## src/design/rmb_map.vh

```
// Purpose: Constants of the register-match break unit
// Assumes: Included by bare name from the design files
// Notes:   Offsets are byte addresses of 32-bit words
`ifndef RMB_MAP_VH
`define RMB_MAP_VH

// ****************************************************************
// Register offsets
// ****************************************************************
`define RMB_OFS_CMD      8'h00
`define RMB_OFS_ACC      8'h04
`define RMB_OFS_FLAGS    8'h08
`define RMB_OFS_IDX_ONE  8'h0C
`define RMB_OFS_IDX_TWO  8'h10
`define RMB_OFS_MASK     8'h14
`define RMB_OFS_STATUS   8'h18
`define RMB_OFS_IRQ_STAT 8'h1C
`define RMB_OFS_IRQ_MASK 8'h20

// ****************************************************************
// Command bits
// ****************************************************************
`define RMB_CMD_ARM_REG     0
`define RMB_CMD_CANCEL_REG  1
`define RMB_CMD_ARM_ADDR    2
`define RMB_CMD_CANCEL_ADDR 3
`define RMB_CMD_ARM_DATA    4
`define RMB_CMD_CANCEL_DATA 5
`define RMB_CMD_ARM_COMP    6
`define RMB_CMD_CANCEL_COMP 7

// ****************************************************************
// Widths and field counts
// ****************************************************************
`define RMB_ACC_W   4
`define RMB_IDX_W   12
`define RMB_FIELDS  8
`define RMB_CMP_W   34

// ****************************************************************
// Status and event bits
// ****************************************************************
`define RMB_EV_REG   0
`define RMB_EV_ADDR  1
`define RMB_EV_DATA  2
`define RMB_EV_COMP  3
`define RMB_EV_W     4

`endif

```

## src/design/rmb_field_cmp.v

```verilog
// Purpose: Masked equality of one watched field
// Assumes: Live and set values are stable within the clock cycle
// Notes:   A masked field always reports a match
`timescale 1ns/1ps
`default_nettype none

module rmb_field_cmp #(
	parameter W = 4
) (
	// Values
	input  wire [W-1:0] i_live,
	input  wire [W-1:0] i_set,
	// Control
	input  wire         i_mask,
	// Result
	output wire         o_match
);

	assign o_match = i_mask | (i_live == i_set);

endmodule
`default_nettype wire

```

## src/design/rmb_evt_reg.v

```verilog
// Purpose: Sticky event bits, mask and one level interrupt
// Assumes: Write-one-to-clear from software
// Notes:   A new event wins over a clear in the same cycle
`timescale 1ns/1ps
`default_nettype none

module rmb_evt_reg #(
	parameter N = 4
) (
	// Clock and reset
	input  wire         i_ref_clk,
	input  wire         i_rstn,
	// Events and software access
	input  wire [N-1:0] i_event,
	input  wire [N-1:0] i_clear,
	input  wire         i_mask_we,
	input  wire [N-1:0] i_mask_wd,
	// State
	output reg  [N-1:0] o_status,
	output reg  [N-1:0] o_mask,
	output wire         o_irq
);

	always @(posedge i_ref_clk or negedge i_rstn)
	begin
		if (!i_rstn)
		begin
			o_status <= {N{1'b0}};
			o_mask   <= {N{1'b0}};
		end
		else
		begin
			o_status <= (o_status & ~i_clear) | i_event;
			if (i_mask_we)
				o_mask <= i_mask_wd;
		end
	end

	assign o_irq = |(o_status & o_mask);

endmodule
`default_nettype wire

```

## src/design/rmb_break_unit.v

```verilog
// Purpose: Register-match break comparator of a debug port
// Assumes: CPU register values and strobes synchronous to i_ref_clk
// Notes:   Address, data and compound matches come from neighbours
`timescale 1ns/1ps
`default_nettype none
`include "rmb_map.vh"

module rmb_break_unit #(
	parameter ACC_W = `RMB_ACC_W,
	parameter IDX_W = `RMB_IDX_W
) (
	// Clock and reset
	input  wire             i_ref_clk,
	input  wire             i_rstn,
	// Register port
	input  wire [7:0]       i_addr,
	input  wire [31:0]      i_wdata,
	input  wire             i_wr,
	input  wire             i_rd,
	output reg  [31:0]      o_rdata,
	// Live CPU registers
	input  wire [ACC_W-1:0] i_acc_a,
	input  wire [ACC_W-1:0] i_acc_b,
	input  wire             i_interrupt_flag,
	input  wire             i_decimal_flag,
	input  wire             i_zero_flag,
	input  wire             i_carry_flag,
	input  wire [IDX_W-1:0] i_index_one,
	input  wire [IDX_W-1:0] i_index_two,
	input  wire             i_insn_done,
	// Neighbour comparators
	input  wire             i_addr_match,
	input  wire             i_data_match,
	input  wire             i_comp_match,
	// Break outputs
	output reg              o_break,
	output wire             o_reg_armed,
	output wire             o_addr_armed,
	output wire             o_data_armed,
	output wire             o_comp_armed,
	output wire             o_irq
);

	// ****************************************************************
	// Condition storage
	// ****************************************************************
	reg  [ACC_W-1:0] set_a_r;
	reg  [ACC_W-1:0] set_b_r;
	reg  [3:0]       set_flag_r;
	reg  [IDX_W-1:0] set_x_r;
	reg  [IDX_W-1:0] set_y_r;
	reg  [7:0]       mask_r;
	reg              reg_arm_r;
	reg              addr_arm_r;
	reg              data_arm_r;
	reg              comp_arm_r;

	// One decoder for every write keeps the offset compare in one place
	function reg_wr;
		input       wr;
		input [7:0] addr;
		input [7:0] ofs;
		begin
			reg_wr = wr && (addr == ofs);
		end
	endfunction

	wire wr_cmd   = reg_wr(i_wr, i_addr, `RMB_OFS_CMD);
	wire wr_acc   = reg_wr(i_wr, i_addr, `RMB_OFS_ACC);
	wire wr_flags = reg_wr(i_wr, i_addr, `RMB_OFS_FLAGS);
	wire wr_x     = reg_wr(i_wr, i_addr, `RMB_OFS_IDX_ONE);
	wire wr_y     = reg_wr(i_wr, i_addr, `RMB_OFS_IDX_TWO);
	wire wr_mask  = reg_wr(i_wr, i_addr, `RMB_OFS_MASK);
	wire wr_irqs  = reg_wr(i_wr, i_addr, `RMB_OFS_IRQ_STAT);
	wire wr_irqm  = reg_wr(i_wr, i_addr, `RMB_OFS_IRQ_MASK);

	function cmd_bit;
		input [31:0] d;
		input integer b;
		begin
			cmd_bit = d[b];
		end
	endfunction

	wire arm_reg   = wr_cmd && cmd_bit(i_wdata, `RMB_CMD_ARM_REG);
	wire can_reg   = wr_cmd && cmd_bit(i_wdata, `RMB_CMD_CANCEL_REG);
	wire arm_addr  = wr_cmd && cmd_bit(i_wdata, `RMB_CMD_ARM_ADDR);
	wire can_addr  = wr_cmd && cmd_bit(i_wdata, `RMB_CMD_CANCEL_ADDR);
	wire arm_data  = wr_cmd && cmd_bit(i_wdata, `RMB_CMD_ARM_DATA);
	wire can_data  = wr_cmd && cmd_bit(i_wdata, `RMB_CMD_CANCEL_DATA);
	wire arm_comp  = wr_cmd && cmd_bit(i_wdata, `RMB_CMD_ARM_COMP);
	wire can_comp  = wr_cmd && cmd_bit(i_wdata, `RMB_CMD_CANCEL_COMP);
	wire arm_simple = arm_reg | arm_addr | arm_data;

	always @(posedge i_ref_clk or negedge i_rstn)
	begin
		if (!i_rstn)
		begin
			set_a_r    <= {ACC_W{1'b0}};
			set_b_r    <= {ACC_W{1'b0}};
			set_flag_r <= 4'h0;
			set_x_r    <= {IDX_W{1'b0}};
			set_y_r    <= {IDX_W{1'b0}};
			mask_r     <= 8'hFF;
			reg_arm_r  <= 1'b0;
			addr_arm_r <= 1'b0;
			data_arm_r <= 1'b0;
			comp_arm_r <= 1'b0;
		end
		else
		begin
			// Writing a set value overwrites the single condition
			if (wr_acc)
			begin
				set_a_r <= i_wdata[ACC_W-1:0];
				set_b_r <= i_wdata[ACC_W+7:8];
			end
			if (wr_flags)
				set_flag_r <= i_wdata[3:0];
			if (wr_x)
				set_x_r <= i_wdata[IDX_W-1:0];
			if (wr_y)
				set_y_r <= i_wdata[IDX_W-1:0];
			if (wr_mask)
				mask_r <= i_wdata[7:0];
			// Compound arming wins if both kinds come in one write
			if (arm_comp)
				reg_arm_r <= 1'b0;
			else if (arm_reg)
				reg_arm_r <= 1'b1;
			else if (can_reg)
				reg_arm_r <= 1'b0;
			if (arm_comp)
			begin
				addr_arm_r <= 1'b0;
				data_arm_r <= 1'b0;
			end
			else
			begin
				if (arm_addr)
					addr_arm_r <= 1'b1;
				else if (can_addr)
					addr_arm_r <= 1'b0;
				if (arm_data)
					data_arm_r <= 1'b1;
				else if (can_data)
					data_arm_r <= 1'b0;
			end
			if (arm_comp)
				comp_arm_r <= 1'b1;
			else if (arm_simple || can_comp)
				comp_arm_r <= 1'b0;
		end
	end

	// ****************************************************************
	// Comparators
	// ****************************************************************
	wire [7:0] fmatch;

	rmb_field_cmp #(.W(ACC_W)) u_cmp_a (
		.i_live  (i_acc_a),
		.i_set   (set_a_r),
		.i_mask  (mask_r[0]),
		.o_match (fmatch[0])
	);
	rmb_field_cmp #(.W(ACC_W)) u_cmp_b (
		.i_live  (i_acc_b),
		.i_set   (set_b_r),
		.i_mask  (mask_r[1]),
		.o_match (fmatch[1])
	);

	genvar g;
	wire [3:0] live_flags = {i_carry_flag, i_zero_flag,
		i_decimal_flag, i_interrupt_flag};
	generate
		for (g = 0; g < 4; g = g + 1)
		begin : g_flag
			rmb_field_cmp #(.W(1)) u_cmp_f (
				.i_live  (live_flags[g]),
				.i_set   (set_flag_r[g]),
				.i_mask  (mask_r[2+g]),
				.o_match (fmatch[2+g])
			);
		end
	endgenerate

	rmb_field_cmp #(.W(IDX_W)) u_cmp_x (
		.i_live  (i_index_one),
		.i_set   (set_x_r),
		.i_mask  (mask_r[6]),
		.o_match (fmatch[6])
	);
	rmb_field_cmp #(.W(IDX_W)) u_cmp_y (
		.i_live  (i_index_two),
		.i_set   (set_y_r),
		.i_mask  (mask_r[7]),
		.o_match (fmatch[7])
	);

	// ****************************************************************
	// Break generation
	// ****************************************************************
	// Purely passive watch: no stall path into the CPU exists
	wire reg_hit  = reg_arm_r && i_insn_done && (&fmatch);
	wire addr_hit = addr_arm_r && i_addr_match;
	wire data_hit = data_arm_r && i_data_match;
	wire comp_hit = comp_arm_r && i_comp_match;
	wire [`RMB_EV_W-1:0] events = {comp_hit, data_hit, addr_hit, reg_hit};

	always @(posedge i_ref_clk or negedge i_rstn)
	begin
		if (!i_rstn)
			o_break <= 1'b0;
		else
			o_break <= |events;
	end

	assign o_reg_armed  = reg_arm_r;
	assign o_addr_armed = addr_arm_r;
	assign o_data_armed = data_arm_r;
	assign o_comp_armed = comp_arm_r;

	// ****************************************************************
	// Interrupt status
	// ****************************************************************
	wire [`RMB_EV_W-1:0] irq_stat;
	wire [`RMB_EV_W-1:0] irq_mask;

	rmb_evt_reg #(.N(`RMB_EV_W)) u_evt (
		.i_ref_clk (i_ref_clk),
		.i_rstn    (i_rstn),
		.i_event   (events),
		.i_clear   (wr_irqs ? i_wdata[`RMB_EV_W-1:0] : 4'h0),
		.i_mask_we (wr_irqm),
		.i_mask_wd (i_wdata[`RMB_EV_W-1:0]),
		.o_status  (irq_stat),
		.o_mask    (irq_mask),
		.o_irq     (o_irq)
	);

	// ****************************************************************
	// Read back
	// ****************************************************************
	reg  [31:0] rdata_nxt;

	// Idle cycles and unmapped offsets give zero, so read data stand
	// for exactly the one cycle after the strobe
	always @*
	begin
		rdata_nxt = 32'h0000_0000;
		if (i_rd)
		begin
			case (i_addr)
			`RMB_OFS_CMD:
				rdata_nxt = 32'h0000_0000;
			`RMB_OFS_ACC:
				rdata_nxt = {20'h00000, set_b_r, 4'h0, set_a_r};
			`RMB_OFS_FLAGS:
				rdata_nxt = {28'h0000000, set_flag_r};
			`RMB_OFS_IDX_ONE:
				rdata_nxt = {20'h00000, set_x_r};
			`RMB_OFS_IDX_TWO:
				rdata_nxt = {20'h00000, set_y_r};
			`RMB_OFS_MASK:
				rdata_nxt = {24'h000000, mask_r};
			`RMB_OFS_STATUS:
				rdata_nxt = {20'h00000, fmatch, comp_arm_r, data_arm_r,
					addr_arm_r, reg_arm_r};
			`RMB_OFS_IRQ_STAT:
				rdata_nxt = {28'h0000000, irq_stat};
			`RMB_OFS_IRQ_MASK:
				rdata_nxt = {28'h0000000, irq_mask};
			default:
				rdata_nxt = 32'h0000_0000;
			endcase
		end
	end

	always @(posedge i_ref_clk or negedge i_rstn)
	begin
		if (!i_rstn)
			o_rdata <= 32'h0000_0000;
		else
			o_rdata <= rdata_nxt;
	end

endmodule
`default_nettype wire

```

## config.mk

```make
export PLATFORM = sky130hd
export DESIGN_NAME = rmb_break_unit
export DESIGN_NICKNAME = d
export VERILOG_FILES = /design/src/design/rmb_field_cmp.v /design/src/design/rmb_evt_reg.v /design/src/design/rmb_break_unit.v
export VERILOG_INCLUDE_DIRS = /design/src /design/src/design
export SDC_FILE = /design/constraint.sdc
export NUM_CORES = 1
export LEC_CHECK = 0
export BUFFER_PORTS_ARGS = -buffer_cell sky130_fd_sc_hd__buf_2
export CORE_MARGIN = 2
export CORE_UTILIZATION = 50
export DETAILED_ROUTE_END_ITERATION = 10
export PLACE_DENSITY = 0.79
export SYNTH_ARGS = -nofsm -noshare
export SYNTH_HDL_FRONTEND = slang
export SYNTH_SLANG_ARGS = --single-unit
```

## constraint.sdc

```tcl
create_clock -name i_ref_clk -period 1.6 [get_ports i_ref_clk]
set_input_delay 0.32 -clock i_ref_clk [delete_from_list [all_inputs] [get_ports i_ref_clk]]
set_output_delay 0.32 -clock i_ref_clk [all_outputs]
set_load 0.1 [all_outputs]
```

==> flow_summary.toml, run 1 <==
[run_status]
run_status = "completed"

[logic_synthesis]
synth_enable_flop_cells = 0
post_synth.cell_area_avg_um2 = 11.7
syn-instance-count = 317
synth.ff_latch_count = 69
synth_warn = 0
post_synth_num_cell_types = 44
synth_sequential_area_ratio_pct = 47.0
synthesis.area_um2 = 3700
synth_ff_type = "dfrtp_1"
synth-async-reset-ratio_pct = 100

[floorplan]
dieHeight_um = 90.0
core_area_um2 = 7210
initial_core_util_pct = 51.2
fp-row-count = 31
boundary_pins = 122
dieWidth_um = 90.0
fp.dieArea_um2 = 8100

[setup_path]
endpoint_kind = "flip-flop"
path_max_fanout = 5
r2r.worst_path.cells = 5
crit_path_start = "i_addr[4]"
crit_type = "in -> reg"
critical_path_required_ns = 1.85
crit_arrival_ns = 1.84
cp-start-kind = "input port"
r2r-start = "set_x_r[4]$_DFFE_PN0P_"

[global_routing]
grt_start_max_net_pins = 56
global_route.peak_usage_layer = "met2"
globalRouteMet3Util_pct = 4.78
first_global_vias = 3197
groute.layer.met1.usage_pct = 34.2
initial_antenna_violation_count = 0
grt_overflow = 0
track_usage_pct = 26.0
grt_pass1_wl_um = 16400
met2_usage_pct = 42.6

[clock_network]
clock_tree.buffer_depth = 2
insertion_delay_ns = 0.35
cts-root-buf = "clkbuf_8"
cts-buffers-inserted = 9
cts-htree-levels = 3
cts_sinks = 69
tritoncts = "built"
clk_pin_slew_ns = 0.07

[timing]
timing.hold.ws_ns = 0.208
skew_ns = 0.0108
worst_slew_pin_slew_ns = 0.516
finalHoldViolCount = 0
setup_repair_after_global_routing_missed_its_margin = "true"
timing.final.crit_share_pct = 99.4
finalWorstSetupSlack_ns = 0.0103
max_freq_ghz = 0.629
fin_crit_ns = 1.59
finalSetupViolations = 0
timing_max_transition_violations_final = 0
timing.slew.headroom_pct = 64.7

[routing]
viasPerCell = 5.66
wire_per_inst_um = 18.8
dr.pass1.iters = 5
antenna_violating_nets_post_route = 0
routed_wire_length_um = 10400
detailedRoute.firstIterationViolations = 248
dr_total_vias = 3138
drcViolationCount = 0

[placement]
io_buffers = 81
placement_cell_area_um2 = 4550
dp_cells = 534
dpl.hpwl_um = 7710
preCtsSetupSlack_ns = -0.365
gp_congestion = 0.889

[cells_and_area]
n_antenna_cell = 0
final_layout_size_suffix_gt1_share_pct = 49.5
layout-area-overhead-vs-synth_pct = 31.4
final_nets = 534
layout.core_utilization_pct = 67.3
stdcell_count = 554
post-route-cell-area_um2 = 4860

[power_and_ir_drop]
p_switching_mw = 1.25
powerDensity_nw_per_um2 = 841
power.share.clock_pct = 33.3
seqPwrFrac_pct = 47.2
power_leakage_nw = 2.41
ir_drop_mv = 0.462
share_of_total_power_in_combinational_logic_pct = 19.5
power_switching_share_pct = 30.6
internal_power_mw = 2.83

[job]
drv_cap = 0

[min_path]
hp-class = "in -> reg"
worst_hold_startpoint = "i_addr_match"
hold_depth = 2
Yosys cell counts, types with 2 or more instances:
cell type,count,area [um^2]
buf_2,7,35.0
dfstp_2,8,210
nor2_1,2,7.51
xnor2_1,9,78.8
nor3_1,9,45.0
and3_1,4,25.0
a22oi_1,18,135
buf_4,21,158
a41o_1,2,20.0
nand4_1,3,18.8
nand3_1,5,25.0
a222oi_1,6,60.1
a21oi_1,7,35.0
a2111oi_0,3,26.3
or4_1,2,15.0
clkbuf_1,4,15.0
nor4_4,3,63.8
inv_1,11,41.3
nand2_1,12,45.0
a22o_1,7,61.3
dfrtp_1,61,1530
a31oi_1,8,50.1
xor2_1,28,245
nor4_1,9,56.3
o21ai_0,3,15.0
mux2_2,47,529
cells by family after synthesis:
group	Yosys count	synth area share (%)
xor gates and xnor gates	37	8.77
AOI/OAI and AO/OA	59	12.0
DFF	69	47.0
muxes	49	14.9
other	1	0.101
and+or+nand+nor	59	10.6
buffers and inverters	43	6.73
metrics by stage:
| step | power (mW) | setup TNS (ns) |
|---|---|---|
| final | 4.08 | 0 |
| after global routing | 4.22 | -0.0639 |
| after CTS | 4.06 | 0 |
| after detailed placement | 2.72 | -20.70 |
| after global placement | 2.70 | -18.82 |
| after floorplan | 2.45 | -12.81 |
cells in the final DEF, fill, tap and decap left out, types with 8 or more instances in the layout:
cell type  synthesis  final
nand2_1           12      9
buf_2              7     76
xor2_1            28     28
conb_1             1     20
dfstp_2            8      8
nor3_1             9      8
mux2_2            47     46
inv_1             11     11
xnor2_1            9      9
dfrtp_1           61     60
buf_4             21     50
clkbuf_8           0      9
a22oi_1           18     17
metal layers:
metal	part of all wire (%)	vias up
met5	0	-
met4	2.5	0
met3	6.8	24
met2	49	145
met1	41	1558
li1	-	1411
power by group through the flow:
stage               combinational [mW]  sequential [mW]  clock [mW]
finish                           0.798             1.93        1.36
global route                     0.842             1.94        1.44
CTS                              0.774             1.92        1.36
detailed placement               0.765             1.95           0
global placement                 0.749             1.95           0
floorplan                        0.487             1.96           0
worst paths after layout:
path / to / slack, ns
max: o_rdata[11]$_DFF_PN0_ / 0.01
min: u_evt.o_status[1]$_DFF_PN0_ / 0.21
max reg2reg: o_break$_DFF_PN0_ / 0.02
min reg2reg: o_rdata[6]$_DFF_PN0_ / 0.55
max in group asynchronous: mask_r[0]$_DFFE_PN1P_ / 0.52
min in group asynchronous: o_rdata[7]$_DFF_PN0_ / 0.42
sequential cells by signal, summed over array words and instances (netlist names), 8 cells and up:
signal and count:
set_y_r 12, set_x_r 12, mask_r 8, o_rdata 12
worst max-delay path: stages:
cell and delay [ns]:
buf_2 0.13, or4_4 0.55, nor4_4 0.26, buf_6 0.17, buf_4 0.14, a22oi_1 0.08, a31oi_1 0.19
cell type report:
cell class | instances | area (um^2)
clock inverter | 2 | 35.0
timing repair buffer | 135 | 875
multi-input combinational | 224 | 1900
clock buffer | 14 | 143
sequential | 69 | 1740
tap | 99 | 124
inverter | 11 | 41.3
fill | 533 | 2360
what timing repair did:
action / in CTS / in global routing
buffers inserted: 1 / 2
cloned: 0 / 0
resized for setup: 2 / 19
endpoints found under the hold margin: 12 / 0
endpoints found under the setup margin: 14 / 21
pin swaps: 2 / 6
hold buffers: 1 / 0
Power figures use the tool's default switching activity.
==> inputs of run 2 (changes only) <==
==> constraint.sdc (replaced) <==
create_clock -name i_ref_clk -period 1.8 [get_ports i_ref_clk]
set_input_delay 0.36 -clock i_ref_clk [delete_from_list [all_inputs] [get_ports i_ref_clk]]
set_output_delay 0.36 -clock i_ref_clk [all_outputs]
set_load 0.1 [all_outputs]
==> run 2 against run 1 <==
- sequential power down 11%
- clock power is 18% lower
- combinational power down 18%
- total power is 15% lower
- cell count down 3.1%
- first-iteration DRC count decreased by 25%
- final area decreased by 5.2%
- setup slack gained 0.033 ns
- critical endpoint is now o_break$_DFF_PN0_
- largest cell class unchanged
==> flow_summary.toml, run 2 (synthesis results as in run 1) <==
[routing]
viasPerCell = 5.66
routed_wire_length_um = 9790
dr.pass1.iters = 5
detailedRoute.firstIterationViolations = 185
wire_per_inst_um = 18.2
dr_total_vias = 3040
antenna_violating_nets_post_route = 0
drcViolationCount = 0

[timing]
finalHoldViolCount = 0
finalSetupViolations = 0
max_freq_ghz = 0.569
setup_repair_after_global_routing_missed_its_margin = "false"
skew_ns = 0.0137
timing_max_transition_violations_final = 0
timing.final.crit_share_pct = 97.6
worst_slew_pin_slew_ns = 0.572
finalWorstSetupSlack_ns = 0.0430
timing.slew.headroom_pct = 60.9
fin_crit_ns = 1.76

[cells_and_area]
layout-area-overhead-vs-synth_pct = 24.6
n_antenna_cell = 0
post-route-cell-area_um2 = 4610
layout.cells.most_common_list = "buf_2 (81), dfrtp_1 (61), mux2_2 (46)"
final_nets = 517
n_fill_cell = 573
layout_top_registers = "o_rdata: 12 flops, set_x_r: 12 flops, set_y_r: 12 flops"
final_common_cell = "buf_2"
final_layout_size_suffix_gt1_share_pct = 45.9

[global_routing]
grt_pass1_wl_um = 15300
first_global_vias = 3057
track_usage_pct = 24.7
grt_start_max_net_pins = 30
grt_overflow = 0
initial_antenna_violation_count = 0

[power_and_ir_drop]
ir_drop_mv = 0.501
power_leakage_nw = 2.29
powerDensity_nw_per_um2 = 755

[setup_path]
r2r-start = "set_y_r[0]$_DFFE_PN0P_"
crit_path_end = "o_break$_DFF_PN0_"
crit_arrival_ns = 1.98
crit_path_start = "set_y_r[0]$_DFFE_PN0P_"
timing.rr.end = "o_break$_DFF_PN0_"
crit_type = "reg -> reg"
path_max_fanout = 3
cp-start-kind = "flip-flop"
reg2reg_slack_ns = 0.04
critical_path_required_ns = 2.02
endpoint_kind = "flip-flop"
r2r.worst_path.cells = 4

[placement]
io_buffers = 81
placement_cell_area_um2 = 4410
preCtsSetupSlack_ns = -0.249
gp_congestion = 0.887
dpl.hpwl_um = 7340

[clock_network]
clk_pin_slew_ns = 0.08
post_cts_buffers = 0
cts-buffers-inserted = 9
cts-root-buf = "clkbuf_8"
cts_sinks = 69
insertion_delay_ns = 0.35
clock_tree.buffer_depth = 2
tritoncts = "built"
cts-htree-levels = 3

[min_path]
hp-class = "in -> reg"

[floorplan]
fp-row-count = 31
initial_core_util_pct = 51.2
core_area_um2 = 7210
boundary_pins = 122
dieWidth_um = 90.0
dieHeight_um = 90.0
fp.dieArea_um2 = 8100

[run_status]
run_status = "completed"

[job]
drv_cap = 0
run 2: where the power goes:
part / switching [mW] / total, mW / internal, mW
Combinational: 0.444 / 0.654 / 0.211
Sequential: 0.0788 / 1.71 / 1.63
Clock: 0.577 / 1.11 / 0.534
run 2: worst max-delay path: stages (launching register included):
cell	delay, ns
dfrtp_1	0.43
xor2_1	0.18
nor4_1	0.48
a31oi_1	0.20
o31ai_1	0.33
run 2: area by class of cell:
class                           instances  area (um^2)  share of cell area [%]
Multi-Input combinational cell        224         1820                    39.6
Sequential cell                        69         1740                    37.7
Timing Repair Buffer                  118          711                    15.4
Clock buffer                           12          145                    3.15
Tap cell                               99          124                    2.69
Inverter                               11         41.3                   0.896
Clock inverter                          4         25.0                   0.543
run 2: how the worst min path moves through the flow:
stage,start,endpoint,cells after the start
2_1_floorplan,i_rstn,o_addr_armed$_DFFE_PN0P_,0
3_3_place_gp,i_rstn,set_x_r[5]$_DFFE_PN0P_,1
3_5_place_dp,i_rstn,set_x_r[5]$_DFFE_PN0P_,1
4_1_cts,i_addr_match,u_evt.o_status[1]$_DFF_PN0_,2
5_1_grt,i_data_match,u_evt.o_status[2]$_DFF_PN0_,2
6_report,i_addr_match,u_evt.o_status[1]$_DFF_PN0_,2
run 2: per-stage QoR:
stage / utilization (%) / std cells / setup TNS [ns] / hold slack [ns] / total power [mW]
final: 63.8 / 537 / 0 / 0.261 / 3.48
after global placement: 61.2 / 520 / -10.15 / 0.367 / 2.37
after CTS: 63.7 / 537 / 0 / 0.245 / 3.49
after detailed placement: 61.2 / 520 / -10.93 / 0.371 / 2.39
after floorplan: - / 336 / -4.02 / 0.0644 / 2.17
after global routing: 63.8 / 537 / 0 / 0.251 / 3.62
run 2: metal layers:
metal | vias to the layer above | share of wire [%] | track usage (%)
li1 | 1371 | - | -
met1 | 1490 | 41 | 32.8
met2 | 160 | 48 | 39.5
met3 | 19 | 8.6 | 4.53
met4 | 0 | 1.9 | 11.5
met5 | - | 0 | 0
run 2: timing repair:
action / 4_1_cts / 5_1_grt
gates resized for setup: 0 / 2
endpoints found under the hold margin: 11 / 0
hold buffers: 1 / 0
setup endpoints to repair: 0 / 1
